### config.mk
export PLATFORM = sky130hd
export DESIGN_NAME = byte_port
export DESIGN_NICKNAME = d
export VERILOG_FILES = /design/src/include/byte_port_pkg.sv /design/src/rtl/byte_port_reg8.sv /design/src/rtl/byte_port_pin_ctrl.sv /design/src/rtl/byte_port.sv
export VERILOG_INCLUDE_DIRS = /design/src /design/src/include
export SDC_FILE = /design/constraint.sdc
export NUM_CORES = 1
export LEC_CHECK = 0
export BUFFER_PORTS_ARGS = -buffer_cell sky130_fd_sc_hd__clkbuf_2
export CORE_UTILIZATION = 52
export CTS_BUF_LIST = sky130_fd_sc_hd__clkbuf_4 sky130_fd_sc_hd__clkbuf_8
export DETAILED_ROUTE_END_ITERATION = 8
export PLACE_DENSITY_LB_ADDON = 0.08
export SETUP_SLACK_MARGIN = 0.5
export SLEW_MARGIN = 20
export SYNTH_ARGS = -nofsm -noshare
export SYNTH_HDL_FRONTEND = slang
export SYNTH_HIERARCHICAL = 1
export SYNTH_SLANG_ARGS = --single-unit
### constraint.sdc
create_clock -name i_ref_clk -period 2.65 [get_ports i_ref_clk]
set_input_delay 0.1325 -clock i_ref_clk [delete_from_list [all_inputs] [get_ports i_ref_clk]]
set_output_delay 0.1325 -clock i_ref_clk [all_outputs]
set_load 0.03 [all_outputs]
### src/include/byte_port_map.svh
// Register offsets, reset values and field layout of the byte port
`ifndef BYTE_PORT_MAP_SVH
`define BYTE_PORT_MAP_SVH

`define PORT_ADDR_W          20
`define PORT_WIDTH           8
`define PIN_DIRECTION_OFS    20'hee003
`define PULLUP_ENABLE_OFS    20'hee03e
`define PIN_OUTPUT_DATA_OFS  20'hfffd3
`define PORT_MODE_OFS        20'hee0f0
`define PIN_DIRECTION_RST    8'h00
`define PULLUP_ENABLE_RST    8'h00
`define PIN_OUTPUT_DATA_RST  8'h00
`define PORT_MODE_RST        8'h00
`define DIRECTION_READ_VAL   8'hff
`define UNMAPPED_READ_VAL    8'h00
`define MODE_SINGLE_CHIP_BIT 0
`define MODE_WIDE_BUS_BIT    1
`define MODE_MASK            8'h03

`endif

### src/include/byte_port_pkg.sv
// Types shared by the byte port design
package byte_port_pkg;

  typedef logic [7:0] byte_t;

  typedef enum logic [1:0] {
    OWNER_GPIO,
    OWNER_DATA_BUS,
    OWNER_STANDBY
  } pin_owner_e;

endpackage : byte_port_pkg

### src/rtl/byte_port_reg8.sv
// One 8-bit control register with reset/standby clear and write load
`timescale 1ns/1ps
`default_nettype none
module byte_port_reg8
  import byte_port_pkg::*;
#(
  parameter byte_t RESET_VAL = 8'h00
) (
  input  wire logic  i_ref_clk,  // System clock
  input  wire logic  i_clear,    // Reset or hardware standby
  input  wire logic  i_load,     // Write this register
  input  wire byte_t i_data,     // Write data
  output byte_t      o_value     // Stored value
);

  typedef struct packed {
    byte_t value_reg;
  } state_s;

  state_s state_reg;
  state_s state_next;

  always_comb begin
    state_next = state_reg;
    if (i_load) begin
      state_next.value_reg = i_data;
    end
  end

  always_ff @(posedge i_ref_clk) begin
    if (i_clear) begin
      state_reg.value_reg <= RESET_VAL;
    end else begin
      state_reg <= state_next;
    end
  end

  assign o_value = state_reg.value_reg;

endmodule : byte_port_reg8
`default_nettype wire

### src/rtl/byte_port_pin_ctrl.sv
// Per-pin output enable, output level and pull-up control
`timescale 1ns/1ps
`default_nettype none
module byte_port_pin_ctrl
  import byte_port_pkg::*;
(
  input  wire logic  i_gpio_owned,  // Port serves as GPIO
  input  wire logic  i_in_reset,    // Reset or hardware standby
  input  wire byte_t i_direction,   // Direction bits
  input  wire byte_t i_out_data,    // Output data bits
  input  wire byte_t i_pullup_en,   // Pull-up enable bits
  input  wire byte_t i_bus_oe,      // Data bus output enable
  input  wire byte_t i_bus_out,     // Data bus output level
  output byte_t      o_pin_oe,      // Pin output enable
  output byte_t      o_pin_out,     // Pin output level
  output byte_t      o_pullup_on    // Pull-up on per pin
);

  always_comb begin
    if (i_gpio_owned) begin
      o_pin_oe  = i_direction;  // RL2 RL3 RL15
      o_pin_out = i_out_data;   // RL8
    end else begin
      o_pin_oe  = i_bus_oe;     // RL4 RL15
      o_pin_out = i_bus_out;
    end
    o_pullup_on = (i_gpio_owned && !i_in_reset) ? (i_pullup_en & ~i_direction) : 8'h00;  // RL11 RL12
  end

endmodule : byte_port_pin_ctrl
`default_nettype wire

### src/rtl/byte_port.sv
// 8-bit GPIO port shared with one half of the external data bus
// Behaviour
// (RL1) Three 8-bit control registers; bit n controls pin n.
// (RL2) Single-chip: direction 1 drives pin, 0 makes it input.
// (RL3) Expanded with all areas 8-bit: port is GPIO under direction bits.
// (RL4) Expanded with any 16-bit area: pins carry data bus, direction ignored.
// (RL5) Direction register is write-only and reads all ones.
// (RL6) Reset and hardware standby clear direction; software standby keeps it.
// (RL7) GPIO outputs keep driving during software standby.
// (RL8) A GPIO output pin drives its output data bit.
// (RL9) Data read: output bit where direction 1, pin level where 0.
// (RL10) Reset and hardware standby clear output data; software standby keeps it.
// (RL11) In GPIO ownership, pull-up on when direction 0 and enable 1.
// (RL12) Pull-ups off in reset, hardware standby and 16-bit bus mode.
// (RL13) Reset and hardware standby clear pull-up enable; software standby keeps it.
// (RL14) Register addresses decode the low 20 address bits.
// (RL15) GPIO output enable is ownership AND direction; else bus controls pin.
//
// Strobed register access was left to the implementer.
`timescale 1ns/1ps
`default_nettype none
`include "byte_port_map.svh"
module byte_port
  import byte_port_pkg::*;
(
  input  wire logic                     i_ref_clk,     // 40 MHz clock
  input  wire logic                     i_rst,         // Synchronous reset, active high
  input  wire logic                     i_hw_standby,  // Hardware standby, active high
  input  wire logic                     i_sw_standby,  // Software standby, active high
  input  wire logic [`PORT_ADDR_W-1:0]  i_addr,        // Register address
  input  wire byte_t                    i_wdata,       // Write data
  input  wire logic                     i_wr,          // Write strobe
  input  wire logic                     i_rd,          // Read strobe
  output byte_t                         o_rdata,       // Read data, cycle after strobe
  input  wire byte_t                    i_pin_in,      // Pin levels
  output byte_t                         o_pin_out,     // Pin drive level
  output byte_t                         o_pin_oe,      // Pin drive enable
  output byte_t                         o_pullup_on,   // Pull-up control
  input  wire byte_t                    i_bus_out,     // Data bus drive level
  input  wire byte_t                    i_bus_oe,      // Data bus drive enable
  output byte_t                         o_bus_in,      // Pin levels to data bus
  output logic                          o_gpio_owned   // Port serves as GPIO
);

  typedef struct packed {
    byte_t rdata_reg;
    byte_t mode_reg;
  } state_s;

  state_s state_reg;
  state_s state_next;

  logic  clear;
  logic  sel_dir;
  logic  sel_data;
  logic  sel_pull;
  logic  sel_mode;
  logic  gpio_owned;
  byte_t direction;
  byte_t out_data;
  byte_t pullup_en;
  byte_t port_read;

  assign clear = i_rst | i_hw_standby;  // RL6 RL10 RL13

  // Only the low 20 address bits take part in the decode
  always_comb begin
    sel_dir  = 1'b0;
    sel_data = 1'b0;
    sel_pull = 1'b0;
    sel_mode = 1'b0;
    if (i_addr == `PIN_DIRECTION_OFS) begin  // RL14
      sel_dir = 1'b1;
    end else if (i_addr == `PIN_OUTPUT_DATA_OFS) begin
      sel_data = 1'b1;
    end else if (i_addr == `PULLUP_ENABLE_OFS) begin
      sel_pull = 1'b1;
    end else if (i_addr == `PORT_MODE_OFS) begin
      sel_mode = 1'b1;
    end
  end

  // Control registers; software standby does not touch them
  byte_port_reg8 #(.RESET_VAL(`PIN_DIRECTION_RST)) u_direction (  // RL1 RL6 RL7
    .i_ref_clk (i_ref_clk),
    .i_clear   (clear),
    .i_load    (i_wr && sel_dir),
    .i_data    (i_wdata),
    .o_value   (direction)
  );

  byte_port_reg8 #(.RESET_VAL(`PIN_OUTPUT_DATA_RST)) u_out_data (  // RL10
    .i_ref_clk (i_ref_clk),
    .i_clear   (clear),
    .i_load    (i_wr && sel_data),
    .i_data    (i_wdata),
    .o_value   (out_data)
  );

  byte_port_reg8 #(.RESET_VAL(`PULLUP_ENABLE_RST)) u_pullup_en (  // RL13
    .i_ref_clk (i_ref_clk),
    .i_clear   (clear),
    .i_load    (i_wr && sel_pull),
    .i_data    (i_wdata),
    .o_value   (pullup_en)
  );

  // Single-chip or all-8-bit-areas gives the port to GPIO
  assign gpio_owned = state_reg.mode_reg[`MODE_SINGLE_CHIP_BIT] |
                      ~state_reg.mode_reg[`MODE_WIDE_BUS_BIT];  // RL3 RL4

  assign port_read = (out_data & direction) | (i_pin_in & ~direction);  // RL9

  always_comb begin
    state_next = state_reg;
    if (i_wr && sel_mode) begin
      state_next.mode_reg = i_wdata & `MODE_MASK;
    end
    state_next.rdata_reg = `UNMAPPED_READ_VAL;
    if (i_rd) begin
      if (sel_dir) begin
        state_next.rdata_reg = `DIRECTION_READ_VAL;  // RL5
      end else if (sel_data) begin
        state_next.rdata_reg = port_read;
      end else if (sel_pull) begin
        state_next.rdata_reg = pullup_en;
      end else if (sel_mode) begin
        state_next.rdata_reg = state_reg.mode_reg;
      end
    end
  end

  always_ff @(posedge i_ref_clk) begin
    if (i_rst) begin
      state_reg.rdata_reg <= `UNMAPPED_READ_VAL;
      state_reg.mode_reg  <= `PORT_MODE_RST;
    end else begin
      state_reg <= state_next;
    end
  end

  byte_port_pin_ctrl u_pin_ctrl (
    .i_gpio_owned (gpio_owned),
    .i_in_reset   (clear),
    .i_direction  (direction),
    .i_out_data   (out_data),
    .i_pullup_en  (pullup_en),
    .i_bus_oe     (i_bus_oe),
    .i_bus_out    (i_bus_out),
    .o_pin_oe     (o_pin_oe),
    .o_pin_out    (o_pin_out),
    .o_pullup_on  (o_pullup_on)
  );

  assign o_rdata      = state_reg.rdata_reg;
  assign o_bus_in     = i_pin_in;
  assign o_gpio_owned = gpio_owned;

endmodule : byte_port
`default_nettype wire

==> results.md, run 1 <==
- Final Hold Slack: 44.0 ps
- Clock buffer depth: 2
- Max_cap viols: 0
- CORE AREA: 3740 um2
- Post-synth cell types: 32
- DRC: 0
- CP Class: reg2out
- Via count: 1723
- Die Area: 4220 um2
- Total track usage: 22.4%
- Synthesized instance count: 201
- Worst reg-to-reg path cell count: 2
- Setup crit start kind: flip-flop
- Largest family of logic cells by synthesized area: multiplexers
- Initial antenna violation count: 0
- Clk sinks: 34
- 1st-pass router iterations: 4
- Final HPWL DP: 3350 um
- FF-to-FF setup slack: 1410 ps
- Outcome: finished clean
- Area Overhead vs Synth: 21.1%
- Unrepaired setup endpoints after global routing: false
- Adder-cell area share of the yosys netlist: 0%
- Post-CTS setup buffers: 0
- Hold depth: 2
- H-tree lvl count: 2
- Final Skew: 0.743 ps
- Ys flop type: dfxtp_1
- Synth Area in Simple Gates: 24.6%
- Hold Path End: state_reg[1]$_SDFFE_PP0P_
- Dpl ws: 707 ps
- Commonest non-fill, non-tap cell in the layout: clkbuf_2
- RD Place Congestion: 0.834
- Crit Path Max Fanout: 13
- Inst Count DP: 321
- Die H: 65.0 um
- Number of diodes: 0
- Hold Crit Class: in2reg
- I/O pin count: 99
- Delay-heaviest family, CP: buffers and inverters
- Compound-gate portion of the synthesized area: 4.25%
- Mux contribution to synthesized area: 27.0%
- CTS root buf: clkbuf_8
- Seq cells post-synth: 34
- DR WL/cell: 13.5 um
- Starting Density: 55.0%
- Crit path from: state_reg[0]$_SDFFE_PP0P_
- Routed WL: 4440 um
- Crit path buf inv count: 2
- Element type at the critical path end: primary output
- Cell Pwr Density: 404 nW/um2
- Actual slew at the worst max-slew pin: 571 ps
- PortBufs: 97
- Hold Startpoint: i_rst
- Worst Path Required: 2520 ps
- Slew HR: 61.9%
- Warnings, synthesis: 6
- Die width: 65.0 um
- CTS tree: done
- Post-synth ARST share: 0%
- Row count: 22
- Largest net degree at the start of global routing: 33
- Non-Filler Instances: 329
- Final min period: 1850 ps
- Net Count, Synth: 259
- Clock transition at the registers of the reported paths: 70 ps
- Mapped cell area: 2060 um2
- Final setup margin: 799 ps
- WP data arrival: 1720 ps
- Post-synth EDFFs: 0
- CP cell instances: nand2b_2 > buf_4 > mux2_4 > clkbuf_2
- CP peak stage delay: 340 ps
- GRT overflow: 0
- Commonest cells after routing, fill and taps aside: clkbuf_2 (97), dfxtp_1 (34), nor2_1 (27), mux2i_1 (24)
- Reg2reg end: o_rdata[5]$_SDFF_PP0_
- Worst-Skew Late Latency: 280 ps
- Final #Nets: 338
- Vias in the first global route: 1581
- Via density: 5.24
- Share of layout cells above drive strength 1: 53.7%
- Routed Antenna Nets: 0
- P_leak: 1.13 nW
- First-pass GRT wire length: 7200 um
- Max Slew Vio Count: 0
- DRT iter0 DRCs: 61
- Final hold violation count: 0
- Seq/Total Area, Yosys: 33.0%
- Slowest-stage cell, CP: dfxtp_1
- Maximum vdd drop: 0.000301 V
- Num CTS Buffers: 5
- Final period util: 69.8%
- FF-to-FF Start: u_direction/o_value[5]$_SDFFE_PP0P_
- Total negative slack: 0 ps
- Synthesized area per cell: 10.3 um2
- Setup-failing EPs final: 0
- Post-Synth XOR/XNOR Area: 0%
- Max Clock Freq: 0.540 GHz
## Yosys cell counts (3+ instances only)
cell type | count | area share [%]
mux2i_1 | 24 | 12
and3_1 | 3 | 0.91
buf_6 | 6 | 3.3
a221o_2 | 6 | 3.3
dfxtp_1 | 34 | 33
nand2_1 | 3 | 0.55
nand3_1 | 11 | 2.7
mux2_4 | 12 | 8.7
nor4_1 | 4 | 1.2
buf_1 | 3 | 0.55
mux2_2 | 12 | 6.6
and2_1 | 3 | 0.91
nor2_1 | 27 | 4.9
buf_4 | 17 | 6.2
and4bb_2 | 7 | 4.2
nand4_1 | 3 | 0.91
and4_1 | 3 | 1.3
## metrics by stage
| stage | area [um2] | total power, mW | util [%] |
|---|---|---|---|
| 5_1_grt | 2500 | 1.05 | 66.7 |
| 2_1_floorplan | 2060 | 0.570 | - |
| 6_report | 2500 | 1.01 | 66.7 |
| 4_1_cts | 2490 | 1.02 | 66.6 |
| 3_3_place_gp | 2400 | 0.621 | 64.1 |
| 3_5_place_dp | 2400 | 0.622 | 64.1 |
## routing by layer
layer	up-vias	wire length (um)	global-route usage (%)
met3	4	246	5.46
met2	61	2130	38.3
li1	882	-	-
met4	0	44	7.50
met1	776	2010	27.3
met5	-	0	0
## area by class of cell
class	instances	area (um2)
Clock buffer	7	90.1
Multi-Input combinational cell	139	1150
Tap cell	48	60.1
Fill cell	348	1250
Sequential cell	34	681
Timing Repair Buffer	100	508
Clock inverter	1	5.00
## worst max path at each step
stage,end,slack (ps),depth (start not counted)
floorplan,o_pullup_on[5],640,4
global placement,u_pullup_en/o_value[2]$_SDFFE_PP0P_,710,6
detailed placement,u_pullup_en/o_value[6]$_SDFFE_PP0P_,710,6
CTS,o_pin_oe[6],530,4
global route,o_pin_out[2],700,4
finish,o_pin_out[2],800,4
## cell families (layout without fill, tap and decap cells)
family / after synthesis / count (layout)
AOI/OAI and AO/OA: 10 / 10
and+or+nand+nor: 81 / 81
DFF: 34 / 34
buffers and inverters: 28 / 108
muxes: 48 / 48
## worst reg2reg max path: stages, from the launching register on
cell	delay, ps
dfxtp_1	390
mux2_2	360
a221o_2	380
## power by group
| group | switching, mW | internal, mW |
|---|---|---|
| sequential | 0.000000108 | 0.511 |
| clock | 0.178 | 0.220 |
| combinational | 0.0521 | 0.0474 |
| total | 0.230 | 0.778 |
## what timing repair did
action / in CTS / in global routing
gates resized for setup: 0 / 1
setup endpoints to repair: 0 / 12
hold buffers: 0 / 0
Power figures use the tool's default switching activity.
==> run 2, diff against run 1 <==
Settings changed: ABC_AREA from default to 1, CORE_UTILIZATION 52 to 50.
Clock period 2.65 ns to 1.85 ns, I/O delays scaled along.
==> run 2 against run 1 <==
Net effect: synthesized area up 15%; combinational power rose by 120%; sequential share of layout area down 6.6 points; critical path type unchanged; critical endpoint is now o_pin_oe[7]; largest power group unchanged; highest routed layer unchanged.
==> results.md, run 2 <==
- Area Overhead vs Synth: 39.1%
- Seq/Total Area, Yosys: 28.7% (-4.3 points)
- Unrepaired setup endpoints after global routing: true
- Outcome: finished clean
- Share of layout cells above drive strength 1: 38.9% (-15 points)
- Actual slew at the worst max-slew pin: 446 ps (-125 ps)
- Total negative slack: 0 ps (unchanged)
- Num CTS Buffers: 5 (unchanged)
- Power, Total: 1.60 mW (+58%)
- Initial antenna violation count: 0 (unchanged)
- Max Slew Vio Count: 0 (unchanged)
- Cell Pwr Density: 484 nW/um2 (+20%)
- Commonest cells after routing, fill and taps aside: nand2_1 (86), clkbuf_2 (73), inv_1 (71), nor2_1 (61), dfxtp_1 (32)
- Post-synth ARST share: 0% (unchanged)
- CTS tree: done
- Max_cap viols: 0 (unchanged)
- Clk sinks: 34 (unchanged)
- Setup-failing EPs final: 0 (unchanged)
- Ys flop type: dfxtp_1
- Slew HR: 70.1% (+8.2 points)
- Post-synth cell types: 26 (-19%)
- GR Layer Usage met1: 29.6% (+2.3 points)
- Seq cells post-synth: 34 (unchanged)
- Sw Share: 25.6% (+2.7 points)
- Final hold violation count: 0 (unchanged)
- I/O pin count: 99 (unchanged)
- FF-to-FF setup slack: 690 ps (-720 ps)
- Most frequent cell after synthesis: nand2_1
- Clock transition at the registers of the reported paths: 70 ps (about the same)
- CORE AREA: 4440 um2 (+19%)
- Die H: 70.9 um (+9.1%)
- Post-CTS setup buffers: 0 (unchanged)
- DR WL/cell: 12.6 um (-6.8%)
- Final #Nets: 528 (+56%)
- GR peak layer: met2
- Setup crit start kind: flip-flop
- Die Area: 5020 um2 (+19%)
- Largest net degree at the start of global routing: 18 (-45%)
- Hold buffers post-CTS: 0 (unchanged)
- Met3 GRT Util: 3.70% (-1.8 points)
- Row count: 24 (+9.1%)
- Max Clock Freq: 0.712 GHz
- Starting Density: 53.4% (-1.7 points)
- Inst Count DP: 512 (+60%)
- Worst reg-to-reg path cell count: 5 (+3)
- Total track usage: 25.0% (+2.5 points)
- Largest area contributor in the netlist: dfxtp_1
- Commonest cells in the netlist: nand2_1 (97), inv_1 (72), nor2_1 (66), dfxtp_1 (34), nand3_1 (28)
- CTS root buf: clkbuf_8
- Pint: 1.19 mW (+53%)
- NetSw: 408 uW (+77%)
- Clock buffer depth: 2 (unchanged)
- Crit path buf inv count: 3 (+1)
- Hold Crit Class: in2reg
- Worst Path Required: 1760 ps (-760 ps)
- CP peak stage delay: 330 ps (about the same)
- Slowest-stage cell, CP: dfxtp_2
- Final min period: 1400 ps
- Part of the power in registers: 45.8% (-4.9 points)
- Delay-heaviest family, CP: buffers and inverters
- First-pass GRT wire length: 9960 um (+38%)
- DRC: 0 (unchanged)
- Combinational share of power: 13.6% (+3.7 points)
- Synthesized instance count: 385 (+92%)
- CP Class: reg2out
- Hold Startpoint: i_rst
- Synthesized area per cell: 6.16 um2 (-40%)
- Element type at the critical path end: primary output
- M2 GR Usage: 45.2% (+6.9 points)
- Synth top area cells: dfxtp_1 (29%), nand2_1 (15%), inv_1 (11%), nor2_1 (10%), nand3_1 (5.9%)
- Worst-Skew Late Latency: 280 ps (about the same)
- DRT iter0 DRCs: 125 (+100%)
- Via density: 4.92 (-6.0%)
- Net Count, Synth: 443 (+71%)
- Crit Path Max Fanout: 9 (-4)
- CP cell instances: inv_2 > nand2_8 > buf_12 > nand2_1 > o21ai_4 > buf_6
- P_leak: 1.70 nW (+51%)
- Hold Path End: state_reg[0]$_SDFFE_PP0P_
- Die width: 70.9 um (+9.1%)
- Via count: 2574 (+49%)
- RD Place Congestion: 0.807 (-3.2%)
- Final HPWL DP: 4330 um (+29%)
- PortBufs: 97 (unchanged)
- Vias in the first global route: 2320 (+47%)
- Routed WL: 6580 um (+48%)
- Yosys top cell area share: 28.7% (-4.3 points)
- Routed Antenna Nets: 0 (unchanged)
- Hold depth: 2 (unchanged)
- GRT overflow: 0 (unchanged)
- Final Skew: 4.59 ps (+3.85 ps)
- Number of diodes: 0 (unchanged)
- Reg2reg end: o_rdata[4]$_SDFF_PP0_
- Final period util: 75.9%
- WP data arrival: 1310 ps (-410 ps)
- Clk pwr share: 40.6% (+1.2 points)
- Non-Filler Instances: 523 (+59%)
- Maximum vdd drop: 0.000450 V (+50%)
- H-tree lvl count: 2 (unchanged)
- 1st-pass router iterations: 6 (+2)
- Mapped cell area: 2370 um2 (+15%)
- FF-to-FF Start: u_direction/o_value[4]$_SDFFE_PP0P_
- Commonest non-fill, non-tap cell in the layout: nand2_1
- Warnings, synthesis: 6 (unchanged)
- Post-synth EDFFs: 0 (unchanged)
run 2: routing by layer:
layer	vias up	part of all wire [%]
li1	1299	-
met1	1162	40
met4	0	3.9
met3	22	5.0
met2	91	51
met5	-	0
run 2: cells by family after synthesis:
logic type / after synthesis / synth area share, %
and+or+nand+nor: 225 / 43.5
buffers and inverters: 102 / 20.8
DFF: 34 / 28.7
AOI/OAI and AO/OA: 16 / 3.38
muxes: 8 / 3.69
run 2: cell type report:
class | instances | area (um2)
Inverter | 76 | 285
Multi-Input combinational cell | 249 | 1410
Fill cell | 368 | 1140
Timing Repair Buffer | 104 | 748
Sequential cell | 34 | 683
Tap cell | 52 | 65.1
Clock buffer | 8 | 110
run 2: worst max path at each step:
stage | from | endpoint | slack [ps] | cells past startpoint
after floorplan | state_reg[0]$_SDFFE_PP0P_ | o_pullup_on[0] | 420 | 4
after global placement | i_addr[6] | u_out_data/o_value[6]$_SDFFE_PP0P_ | 430 | 9
after detailed placement | i_addr[6] | u_out_data/o_value[6]$_SDFFE_PP0P_ | 400 | 9
after CTS | state_reg[0]$_SDFFE_PP0P_ | o_pin_oe[6] | 480 | 6
after global routing | state_reg[0]$_SDFFE_PP0P_ | o_pin_oe[7] | 420 | 5
final | state_reg[0]$_SDFFE_PP0P_ | o_pin_oe[7] | 450 | 6
run 2: timing repair:
item                       in CTS  in global routing
resized for setup              36                 84
cloned                          1                  2
setup endpoints to repair      25                 24
pin swaps                       0                 16
run 2: power by group through the flow:
stage | sequential (mW) | combinational [mW] | clock (mW)
after floorplan | 0.748 | 0.118 | 0
after global placement | 0.748 | 0.200 | 0
after detailed placement | 0.748 | 0.203 | 0
after CTS | 0.731 | 0.206 | 0.659
after global routing | 0.731 | 0.242 | 0.685
final | 0.731 | 0.217 | 0.648
run 2: stage by stage:
step,hold WS (ps),util [%],cell area [um2],setup WS (ps)
CTS,40.3,67.8,3010,477
floorplan,172,-,2390,415
global route,69.9,74.3,3300,420
finish,32.6,74.3,3300,445
global placement,350,62.2,2770,428
detailed placement,349,62.2,2770,400
run 2: worst register-to-register path: stages (launching register included):
cell and delay, ps:
dfxtp_1 430, mux2_2 380, nand3_1 90, nand3_1 70, nand2_1 60, inv_1 30
==> run 3, diff against run 2 <==
Settings changed: ABC_AREA 1 to 0, CORE_UTILIZATION 50 to 48.
Clock period 1.85 ns to 1.5 ns, I/O delays scaled along.
==> run 3 against run 2 <==
Net effect: wire length is 17% lower; combinational power is 5% higher; cell area is 3.6% lower; clock power increased by 8.0%; non-clock buffer count increased by 25; sequential power rose by 23%; cell count is 31% lower; worst hold slack gained 36 ps; largest power group unchanged.
==> results.md, run 3 (synthesis gave the netlist of run 1 again) <==
- Worst Path Required: 1420 ps (-340 ps)
- Wl on met1: 2250 um (-15%)
- Via count: 1917 (-26%)
- Die width: 67.5 um (-4.7%)
- Dpl ws: -103 ps (-503 ps)
- Hold Startpoint: i_wdata[0]
- Vias in the first global route: 1720 (-26%)
- Hold Path End: state_reg[0]$_SDFFE_PP0P_
- CTS tree: done
- Final HPWL DP: 3730 um (-14%)
- Routed Antenna Nets: 0 (unchanged)
- Num CTS Buffers: 5 (unchanged)
- Initial antenna violation count: 0 (unchanged)
- Non-Filler Instances: 360 (-31%)
- DRC: 0 (unchanged)
- GRT overflow: 0 (unchanged)
- Commonest cells after routing, fill and taps aside: clkbuf_2 (69), buf_6 (30), dfxtp_1 (26), nor2_1 (25), mux2i_1 (22)
- Top sig layer: met4
- Commonest non-fill, non-tap cell in the layout: clkbuf_2
- Clock buffer depth: 2 (unchanged)
- Element type at the critical path end: primary output
- Setup crit start kind: flip-flop
- PortBufs: 97 (unchanged)
- Row count: 23 (-4.2%)
- Final min period: 1480 ps
- Clk sinks: 34 (unchanged)
- Cell Pwr Density: 574 nW/um2 (+19%)
- FF-to-FF setup slack: 350 ps (-340 ps)
- Routed WL: 5490 um (-17%)
- Worst-Skew Late Latency: 280 ps (about the same)
- H-tree lvl count: 2 (unchanged)
- Final setup margin: 20.0 ps (-425 ps)
- Final Skew: 1.92 ps (-2.67 ps)
- Clock transition at the registers of the reported paths: 70 ps (about the same)
- Max Slew Vio Count: 0 (unchanged)
- Unrepaired setup endpoints after global routing: true
- I/O pin count: 99 (unchanged)
- RD Place Congestion: 0.822 (+1.8%)
- Worst reg-to-reg path cell count: 2 (-3)
- P_leak: 1.39 nW (-18%)
- DRT iter0 DRCs: 54 (-57%)
- Final period util: 98.7%
- Final #Nets: 367 (-30%)
- Slew HR: 68.0% (-2.2 points)
- Met3 routed WL: 400 um (+23%)
- Final hold violation count: 0 (unchanged)
- Crit Path Max Fanout: 14 (+5)
- Maximum vdd drop: 0.000579 V (+29%)
- Hold depth: 3 (+1)
- Outcome: finished clean
- Inst Count DP: 343 (-33%)
- Reg2reg end: o_rdata[6]$_SDFF_PP0_
- CTS root buf: clkbuf_8
- Largest net degree at the start of global routing: 22 (+4)
- CORE AREA: 4060 um2 (-8.7%)
- Starting Density: 50.8% (-2.6 points)
- WP data arrival: 1400 ps (+90 ps)
- Die H: 67.5 um (-4.7%)
- Die Area: 4560 um2 (-9.3%)
- DR WL/cell: 15.2 um (+21%)
- Via density: 5.33 (+8.2%)
- 1st-pass router iterations: 4 (-2)
- Area Overhead vs Synth: 54.4%
- Hold Crit Class: in2reg
- Share of layout cells above drive strength 1: 66.8% (+28 points)
- Total track usage: 23.5% (-1.4 points)
- Setup-failing EPs final: 0 (unchanged)
- Number of diodes: 0 (unchanged)
- FF-to-FF Start: u_direction/o_value[6]$_SDFFE_PP0P_
- CP Class: reg2out
- First-pass GRT wire length: 7870 um (-21%)
- Max Clock Freq: 0.676 GHz
- Met2 Routed Length: 2720 um (-19%)
- Max_cap viols: 0 (unchanged)
- Actual slew at the worst max-slew pin: 480 ps (+34.3 ps)
-- run 3: cell count changes in the layout (fill, tap and decap cells not counted), moves of 13 or more --
cell	before	now
nand2_1	86	2
inv_1	71	0
nor2_1	61	25
mux2i_1	2	22
nand3_1	28	9
mux2_4	0	18
buf_6	14	30
nand2_2	14	1
nor2_2	14	1
-- run 3: timing repair --
| item | 4_1_cts | 5_1_grt |
|---|---|---|
| endpoints found under the setup margin | 59 | 59 |
| pin swaps | 4 | 11 |
| setup buffers | 3 | 4 |
| resized for setup | 56 | 62 |
| hold buffers | 1 | 0 |
| cloned | 1 | 0 |
| endpoints found under the hold margin | 2 | 0 |
-- run 3: routing by layer --
layer,global-route usage [%],up-vias
met2,39.5,101
li1,-,943
met5,0,-
met3,7.43,17
met4,9.31,0
met1,27.5,856
-- run 3: cell type report --
class                      instances  area [um2]
clock buffer                       7        90.1
clock inverter                     1        5.00
fill                             275         876
multi-input combinational        139        1320
sequential                        34         696
tap                               50        62.6
timing repair buffer             129        1010
-- run 3: stage by stage --
stage / utilization [%] / setup TNS (ps) / area, um2 / total power [mW] / hold slack [ps]
detailed placement: 65.9 / -1670 / 2670 / 1.13 / 279
CTS: 73.8 / 0 / 3000 / 1.82 / 65.2
global route: 78.4 / -62.5 / 3180 / 1.91 / 62.9
floorplan: - / 0 / 2150 / 1.01 / 137
global placement: 65.9 / -1040 / 2670 / 1.12 / 277
finish: 78.4 / 0 / 3180 / 1.83 / 68.4
-- run 3: report_power, final --
part           leakage [nW]  internal [mW]  switching, mW  total (mW)
clock                0.0517          0.388          0.312       0.700
combinational          1.06          0.115          0.112       0.227
sequential            0.278          0.899    0.000000209       0.899
total                  1.39           1.40          0.424        1.83
-- run 3: worst max-delay path, cell delays in order, from the launching register on --
cell and delay, ps:
dfxtp_2 320, nand2b_4 150, buf_12 160, mux2_4 310, buf_4 170
-- run 3: worst max-delay path by stage --
stage	depth (start not counted)	to	slack, ps	startpoint
after floorplan	7	u_direction/o_value[0]$_SDFFE_PP0P_	120	i_addr[6]
after global placement	8	u_direction/o_value[0]$_SDFFE_PP0P_	-70	i_addr[6]
after detailed placement	7	u_pullup_en/o_value[3]$_SDFFE_PP0P_	-100	i_addr[6]
after CTS	4	o_pin_oe[1]	2	state_reg[0]$_SDFFE_PP0P_
after global routing	4	o_pin_oe[1]	-30	state_reg[0]$_SDFFE_PP0P_
final	4	o_pin_oe[1]	20	state_reg[0]$_SDFFE_PP0P_
